--- src/pmt_regs.svh ---
// register offsets, field positions, reset values and timing constants of the period match timer
`ifndef PMT_REGS_SVH
`define PMT_REGS_SVH

// register word addresses
`define PMT_ADDR_COUNT 4'h0
`define PMT_ADDR_LIMIT 4'h1
`define PMT_ADDR_CTRL 4'h2
`define PMT_ADDR_FLAGS 4'h3
`define PMT_ADDR_ENABLES 4'h4
`define PMT_ADDR_STATUS 4'h5

// control register fields
`define PMT_CTRL_ON_BIT 2
`define PMT_CTRL_PRE_LSB 0
`define PMT_CTRL_POST_LSB 3
`define PMT_CTRL_MASK 8'h7f

// reset values
`define PMT_COUNT_RST 8'h00
`define PMT_LIMIT_RST 8'hff
`define PMT_CTRL_RST 8'h00

// prescale and instruction clock terminal counts
`define PMT_PRE_DIV1_LAST 4'h0
`define PMT_PRE_DIV4_LAST 4'h3
`define PMT_PRE_DIV16_LAST 4'hf
`define PMT_INSTR_DIV 2'h3

`endif

--- src/pmt_pkg.sv ---
// types shared by the period match timer
package pmt_pkg;

  // prescale selection decoded from the control field
  typedef enum logic [1:0] {
    PMT_PRE_DIV1,
    PMT_PRE_DIV4,
    PMT_PRE_DIV16
  } pmt_pre_mode_t;

  // control register image
  typedef struct packed {
    logic [3:0] postscale_select;
    logic timer_on;
    logic [1:0] prescale_select;
  } pmt_ctrl_t;

  // register bus request
  typedef struct packed {
    logic [3:0] addr;
    logic [7:0] wdata;
    logic wr;
    logic rd;
  } pmt_bus_req_t;

endpackage : pmt_pkg

--- src/pmt_scaler.sv ---
// clearable modulo counter used for prescale and postscale stages
`timescale 1ns/1ps

module pmt_scaler #(
  parameter int WIDTH = 4
) (
  input wire logic clk_i, // system clock
  input wire logic rstn_i, // synchronous reset, active low
  input wire logic clear_i, // clear count
  input wire logic step_i, // advance one
  input wire logic [WIDTH-1:0] last_i, // terminal count value
  output logic tick_o // terminal count reached on this step
);

  logic [WIDTH-1:0] cnt_r;
  logic [WIDTH-1:0] cnt_nxt;

  // elaboration check on width
  if (WIDTH < 1)
  begin : g_bad_width
    $error("pmt_scaler width must be at least one");
  end

  // terminal count detection
  assign tick_o = step_i && (cnt_r == last_i);

  // next count
  always_comb
  begin
    cnt_nxt = cnt_r;
    if (clear_i)
    begin
      cnt_nxt = '0;
    end
    else if (tick_o)
    begin
      cnt_nxt = '0;
    end
    else if (step_i)
    begin
      cnt_nxt = cnt_r + WIDTH'(1);
    end
  end

  // count register
  always_ff @(posedge clk_i)
  begin
    if (!rstn_i)
    begin
      cnt_r <= '0;
    end
    else
    begin
      cnt_r <= cnt_nxt;
    end
  end

endmodule : pmt_scaler

--- src/pmt_timer.sv ---
// period match timer with prescaler, postscaler and match interrupt
`timescale 1ns/1ps
`include "pmt_regs.svh"

////////////////////////////////////////////////////////////////////////////////
// Overview of operation
// - the timer counts only on the instruction clock, the system clock divided by four.
// - the 8-bit count register advances by one on each prescaled tick starting from zero.
// - a 4-bit prescale counter gives pass-through, divide by four and divide by sixteen.
// - every cycle the count is compared with the period and, while the timer runs, equality raises the match signal.
// - after a match the count returns to zero on the next prescaled tick instead of counting on.
// - each match steps a 4-bit postscale counter whose terminal count is the interrupt event.
// - count and period are read and writable, and reset gives count zero and period all ones.
// - count writes, control writes and every reset cause clear the prescale and postscale counters.
// - a control write leaves the count value untouched.
// - the postscale event sets a latched match flag in the interrupt flag register.
// - the match interrupt reaches the output only while its enable bit is set.
// - a 4-bit postscale field chooses ratios from one to sixteen matches per interrupt.
// - the match signal is exported for neighbouring peripherals.
// - the exported match signal is registered in the system clock domain.
// - while the processor sleeps the timer stops and count and period hold.
module pmt_timer
  import pmt_pkg::*;
#(
  parameter int COUNT_W = 8,
  parameter int SCALE_W = 4
) (
  input wire logic clk_i, // system clock, 100 MHz
  input wire logic rstn_i, // synchronous reset, active low
  input wire logic reset_cause_i, // any other device reset cause, active high
  input wire logic sleep_i, // processor asleep
  input pmt_pkg::pmt_bus_req_t bus_i, // register bus request
  output logic [7:0] rdata_o, // read data, one cycle after read strobe
  output logic period_match_pulse_o, // registered match pulse
  output logic irq_o // level interrupt
);
  import pmt_pkg::*;

  ////////////////////////////////////////////////////////////////////////////////
  // elaboration checks
  if (COUNT_W != 8)
  begin : g_bad_count
    $error("count width must be 8 to fit the byte bus");
  end
  if (SCALE_W != 4)
  begin : g_bad_scale
    $error("scaler width must be 4");
  end

  ////////////////////////////////////////////////////////////////////////////////
  // state
  logic [7:0] count_r, count_nxt;
  logic [7:0] limit_r, limit_nxt;
  pmt_ctrl_t ctrl_r, ctrl_nxt;
  logic flag_r, flag_nxt;
  logic enable_r, enable_nxt;
  logic [1:0] instr_r, instr_nxt;
  logic match_d_r, match_d_nxt;
  logic pulse_r, pulse_nxt;
  logic [7:0] rdata_r, rdata_nxt;
  logic scaler_clr;
  logic instr_tick;
  logic pre_tick;
  logic post_tick;
  logic match;
  logic run;
  logic wr_count, wr_limit, wr_ctrl, wr_flags, wr_enables;
  logic [3:0] pre_last;
  pmt_pre_mode_t pre_mode;

  // write decode
  assign wr_count = bus_i.wr && (bus_i.addr == `PMT_ADDR_COUNT);
  assign wr_limit = bus_i.wr && (bus_i.addr == `PMT_ADDR_LIMIT);
  assign wr_ctrl = bus_i.wr && (bus_i.addr == `PMT_ADDR_CTRL);
  assign wr_flags = bus_i.wr && (bus_i.addr == `PMT_ADDR_FLAGS);
  assign wr_enables = bus_i.wr && (bus_i.addr == `PMT_ADDR_ENABLES);

  // scaler clear on count write, control write and reset causes
  assign scaler_clr = wr_count || wr_ctrl || reset_cause_i;
  assign run = ctrl_r.timer_on && !sleep_i;

  ////////////////////////////////////////////////////////////////////////////////
  // prescale decode
  always_comb
  begin
    unique case (ctrl_r.prescale_select)
      2'h0: pre_mode = PMT_PRE_DIV1;
      2'h1: pre_mode = PMT_PRE_DIV4;
      2'h2: pre_mode = PMT_PRE_DIV16;
      2'h3: pre_mode = PMT_PRE_DIV16;
    endcase
    unique case (pre_mode)
      PMT_PRE_DIV1: pre_last = `PMT_PRE_DIV1_LAST;
      PMT_PRE_DIV4: pre_last = `PMT_PRE_DIV4_LAST;
      PMT_PRE_DIV16: pre_last = `PMT_PRE_DIV16_LAST;
    endcase
  end

  // instruction clock enable, system clock divided by four
  assign instr_tick = run && (instr_r == `PMT_INSTR_DIV);

  // prescale counter
  pmt_scaler #(
    .WIDTH(SCALE_W)
  ) u_prescale (
    .clk_i(clk_i),
    .rstn_i(rstn_i),
    .clear_i(scaler_clr),
    .step_i(instr_tick),
    .last_i(pre_last),
    .tick_o(pre_tick)
  );

  // compare on every system clock cycle while running
  assign match = run && (count_r == limit_r);

  // postscale counter stepped once per match
  pmt_scaler #(
    .WIDTH(SCALE_W)
  ) u_postscale (
    .clk_i(clk_i),
    .rstn_i(rstn_i),
    .clear_i(scaler_clr),
    .step_i(match && pre_tick),
    .last_i(ctrl_r.postscale_select),
    .tick_o(post_tick)
  );

  ////////////////////////////////////////////////////////////////////////////////
  // next state of timer and registers
  always_comb
  begin
    count_nxt = count_r;
    limit_nxt = limit_r;
    ctrl_nxt = ctrl_r;
    flag_nxt = flag_r;
    enable_nxt = enable_r;
    instr_nxt = instr_r;
    match_d_nxt = match_d_r;
    pulse_nxt = 1'b0;
    rdata_nxt = rdata_r;
    if (run)
    begin
      instr_nxt = instr_r + 2'h1;
    end
    if (pre_tick)
    begin
      match_d_nxt = match;
      if (match)
      begin
        count_nxt = `PMT_COUNT_RST;
      end
      else
      begin
        count_nxt = count_r + 8'h01;
      end
      pulse_nxt = match;
    end
    if (wr_count)
    begin
      count_nxt = bus_i.wdata;
    end
    if (wr_limit)
    begin
      limit_nxt = bus_i.wdata;
    end
    if (wr_ctrl)
    begin
      ctrl_nxt = pmt_ctrl_t'(bus_i.wdata[6:0]);
    end
    if (wr_enables)
    begin
      enable_nxt = bus_i.wdata[0];
    end
    // write one clears, hardware set wins
    if (wr_flags && bus_i.wdata[0])
    begin
      flag_nxt = 1'b0;
    end
    if (post_tick)
    begin
      flag_nxt = 1'b1;
    end
    // read data for the next cycle
    if (bus_i.rd)
    begin
      unique case (bus_i.addr)
        `PMT_ADDR_COUNT: rdata_nxt = count_r;
        `PMT_ADDR_LIMIT: rdata_nxt = limit_r;
        `PMT_ADDR_CTRL: rdata_nxt = {1'b0, ctrl_r};
        `PMT_ADDR_FLAGS: rdata_nxt = {7'h00, flag_r};
        `PMT_ADDR_ENABLES: rdata_nxt = {7'h00, enable_r};
        `PMT_ADDR_STATUS: rdata_nxt = {6'h00, match_d_r, run};
        default: rdata_nxt = 8'h00;
      endcase
    end
    else
    begin
      rdata_nxt = 8'h00;
    end
  end

  // registers, reset also clears on other reset causes
  always_ff @(posedge clk_i)
  begin
    if (!rstn_i || reset_cause_i)
    begin
      count_r <= `PMT_COUNT_RST;
      limit_r <= `PMT_LIMIT_RST;
      ctrl_r <= pmt_ctrl_t'(`PMT_CTRL_RST);
      flag_r <= 1'b0;
      enable_r <= 1'b0;
      instr_r <= 2'h0;
      match_d_r <= 1'b0;
      pulse_r <= 1'b0;
      rdata_r <= 8'h00;
    end
    else
    begin
      count_r <= count_nxt;
      limit_r <= limit_nxt;
      ctrl_r <= ctrl_nxt;
      flag_r <= flag_nxt;
      enable_r <= enable_nxt;
      instr_r <= instr_nxt;
      match_d_r <= match_d_nxt;
      pulse_r <= pulse_nxt;
      rdata_r <= rdata_nxt;
    end
  end

  ////////////////////////////////////////////////////////////////////////////////
  // outputs
  assign rdata_o = rdata_r;
  assign period_match_pulse_o = pulse_r;
  assign irq_o = flag_r && enable_r;

endmodule : pmt_timer

--- config.mk ---
export PLATFORM = sky130hd
export DESIGN_NAME = pmt_timer
export DESIGN_NICKNAME = d
export VERILOG_FILES = /design/src/pmt_pkg.sv /design/src/pmt_scaler.sv /design/src/pmt_timer.sv
export VERILOG_INCLUDE_DIRS = /design/src
export SDC_FILE = /design/constraint.sdc
export NUM_CORES = 1
export LEC_CHECK = 0
export ABC_AREA = 0
export BUFFER_PORTS_ARGS = -buffer_cell sky130_fd_sc_hd__buf_2
export CELL_PAD_IN_SITES_DETAIL_PLACEMENT = 0
export CELL_PAD_IN_SITES_GLOBAL_PLACEMENT = 2
export CORE_ASPECT_RATIO = 1.5
export CORE_MARGIN = 5
export CORE_UTILIZATION = 37
export DETAILED_ROUTE_END_ITERATION = 8
export GPL_ROUTABILITY_DRIVEN = 0
export PLACE_DENSITY = 0.9
export SYNTH_ARGS = -nofsm -noshare
export SYNTH_HDL_FRONTEND = slang
export SYNTH_SLANG_ARGS = --single-unit
--- constraint.sdc ---
create_clock -name clk_i -period 4.4 [get_ports clk_i]
set_input_delay 0.88 -clock clk_i [delete_from_list [all_inputs] [get_ports clk_i]]
set_output_delay 0.88 -clock clk_i [all_outputs]
set_load 0.005 [all_outputs]
==> impl_metrics.csv <==
group,metric,value,unit
clock_tree,cts_tree,"done",
finish,final_nets,320,
die,die-area,8160,sq um
finish,stdcell_count,373,
finish,sequential_cell_area,901,sq um
synth,post-synth-top-count-cell,"sky130_fd_sc_hd__dfxtp_1",
hold_path,min-delay-path-class,"register to register",
clock_tree,ctsResizeCount,0,
status,run_status,"complete, no violations",
grt,grt_pass1_vias,1899,
detailed_routing,ant_nets,0,
worst_setup_path,critical_path_arrival,2.56,ns
worst_setup_path,timing.critical_path.required,4.63,ns
die,floorplan.die.height,108,um
grt,initial_antenna_violation_count,0,
synth,cell_area_synth,2380,sq um
synth,synth-seq-cells,45,
synth,synth_cell_types,46,
synth,ys_top_cells_by_count,"sky130_fd_sc_hd__dfxtp_1, sky130_fd_sc_hd__nand2_1, sky130_fd_sc_hd__nor2_1",
worst_setup_path,cp-start-kind,"primary input",
worst_setup_path,timing.reg2reg.worst_path_depth,5,
synth,synth_edf_count,0,
synth,synthArstFlopShare,0,
placement,dp_hpwl,4.86,mm
clock_tree,clkTransAtPathRegs,0.09,ns
clock_tree,postCtsSetupBuffers,0,
synth,postSynthCellCount,283,
pwr,sum_of_internal_switching_and_leakage_power,0.000723,W
sta,fin_worst_skew,0.00476,ns
detailed_routing,drt_pre_antenna_iters,4,
synth,synthDominantAreaCellType,"sky130_fd_sc_hd__dfxtp_1",
synth,synthesis.nets,305,
worst_setup_path,startpoint_of_the_worst_slack_reg_to_reg_timing_path,"count_r[6]",
finish,nFillCells,679,
sta,hold_viol_final,0,
worst_setup_path,critical_path.slowest_cell,"sky130_fd_sc_hd__and2b_1",
worst_setup_path,reg2reg_to,"flag_r",
synth,yosys_warnings,0,
pwr,irDropWorstVdd,0.000178,V
finish,area.growth.synth_to_final,9.58,%
synth,synth_top_area_share,0.379,
sta,grt_setup_unrepaired,"false",
detailed_routing,first_iter_violations,175,
clock_tree,hold_bufs_inserted_after_cts,0,
grt,grt_start_max_net_pins,22,
synth,postSynthAreaPerCell,8.40,sq um
die,fp-row-count,35,
hold_path,timing.hold.worst.start,"ctrl_r[2]",
placement,place_area,2520,sq um
worst_setup_path,reg2reg_setup_slack,2.27,ns
clock_tree,worst_skew_pair.late_latency,0.30,ns
placement,place_ws,1.74,ns
synth,synth-seq-area-share,0.379,
sta,totalNegativeSetupSlack,0,ns
synth,yosys_most_used_dff,"sky130_fd_sc_hd__dfxtp_1",
detailed_routing,post-route-drc-count,0,
detailed_routing,detailroute.via_count,2102,
flow_run,max-cap-violations,0,
finish,postLayoutCellArea,2610,sq um
grt,first_pass_grt_wire_length,9.94,mm
hold_path,whs_path_depth,2,
placement,io_buffer_count,27,
die,number_of_primary_i_o_pins,28,
sta,max_freq,0.428,GHz
pwr,power-per-cell-area,278,nW/um^2
hold_path,timing.hold.worst_endpoint,"ctrl_r[2]",
worst_setup_path,cpLargestDelayFamily,"simple AND/OR/NAND/NOR gates",
clock_tree,h_tree_depth_reported_by_cts,2,
die,die-width,75.4,um
worst_setup_path,cp_cell_sequence,"buf_2 > and2b_1 > nand3_4 > or2_1 > or3_1 > a21oi_1",
sta,fin_crit,2.34,ns
clock_tree,cts-root-to-sink-buffers,2,
clock_tree,clock-sinks,45,
finish,antenna_cells_inserted,0,
sta,layout_setup_ws,2.06,ns
worst_setup_path,type_of_the_worst_setup_path,"primary input to register",
detailed_routing,routed_wirelength,6.40,mm
grt,grt_overflow_total,0,
clock_tree,cts_root_buffer,"sky130_fd_sc_hd__clkbuf_8",
sta,period_share,0.531,
sta,pins_over_their_slew_limit,0,
die,design.core.area,6220,sq um
worst_setup_path,slowest_delay,0.45,ns
finish,multiInputGateArea,1380,sq um
worst_setup_path,path_buf_inv,1,
die,start_util,0.382,
pwr,leakagePower,0.932,nW
sta,worst_slew_pin_slew,0.777,ns
detailed_routing,detail_route.wl_per_cell,17.2,um
worst_setup_path,setup.worst_path.end_class,"register",
placement,dp.cells,365,
worst_setup_path,crit_fanout,16,
grt,groute.usage.overall,0.165,
clock_tree,numCtsBuffers,5,
sta,setup_viol,0,
finish,drive_above_1_share,0.157,
synth,synth.top_cells.by_area,"sky130_fd_sc_hd__dfxtp_1, sky130_fd_sc_hd__mux2i_1, sky130_fd_sc_hd__a21oi_1",
detailed_routing,drt-vias-per-instance,5.64,
sta,remaining_max_slew_budget_at_the_tightest_pin,0.480,
## report_power, final
part / total, W / leakage (nW) / internal (W) / switching [W]
Clock: 0.000257 / 0.0439 / 0.000110 / 0.000147
Combinational: 0.0000551 / 0.525 / 0.0000201 / 0.0000349
Sequential: 0.000411 / 0.363 / 0.000409 / 0.00000244
Total: 0.000723 / 0.932 / 0.000539 / 0.000184
## worst max-delay path by stage
stage / start / endpoint / cells past startpoint
floorplan: bus_i[12] / count_r[0] / 7
global placement: sleep_i / count_r[0] / 6
detailed placement: sleep_i / count_r[0] / 6
CTS: sleep_i / count_r[0] / 6
global route: sleep_i / count_r[0] / 6
finish: sleep_i / flag_r / 6
## metal layers
metal  track usage  up-vias  share of wire
li1              -     1036              -
met1         0.209     1003           0.42
met2         0.277       54           0.52
met3        0.0307        9          0.049
met4        0.0525        0          0.018
met5             0        -              0
## worst reg2reg max path, delay by kind of cell (launching register included)
kind / cells / cell delay (ns)
compound gates: 1 / 0.14
xor+xnor: 1 / 0.12
flops: 1 / 0.49
simple gates: 3 / 1.31
## through the flow
step | utilization | hold slack (ns)
6_report | 0.419 | 0.480
5_1_grt | 0.419 | 0.506
4_1_cts | 0.419 | 0.486
3_5_place_dp | 0.405 | 0.475
3_3_place_gp | 0.405 | 0.465
2_1_floorplan | - | 0.433
## registers in the layout (all words and copies together), names as in the netlist
| name | flops |
|---|---|
| ctrl_r | 7 |
| count_r | 8 |
| u_prescale.cnt_r | 4 |
| rdata_o | 8 |
| match_d_r | 1 |
| flag_r | 1 |
| limit_r | 8 |
| instr_r | 2 |
| enable_r | 1 |
| u_postscale.cnt_r | 4 |
| period_match_pulse_o | 1 |
## cell usage in the layout (no fill, tap or decap), drive strengths merged, types with 6 or more instances in the layout
cell	n
a31oi	12
nand2	27
mux2i	17
nand3	17
nor2	28
a21oi	21
dfxtp	45
xor2	9
and3	8
o21ai	15
nand4b	6
xnor2	7
buf	28
## cell families (layout without fill, tap and decap cells)
group / Yosys count / in the layout / synth area share
xor gates and xnor gates: 16 / 16 / 0.0589
DFF: 45 / 45 / 0.379
AOI/OAI and AO/OA: 59 / 59 / 0.144
muxes: 19 / 19 / 0.0858
adders and majority gates: 4 / 4 / 0.0211
and+or+nand+nor: 119 / 119 / 0.270
buffers and inverters: 21 / 37 / 0.0411
## layout make-up
cell class / instances / area share
timing repair buffer: 28 / 0.0548
multi-input combinational: 217 / 0.529
sequential: 45 / 0.346
inverter: 1 / 0.00144
tap: 74 / 0.0355
clock buffer: 5 / 0.0264
clock inverter: 3 / 0.00672
Note: power is estimated with default switching activity, not from simulation.
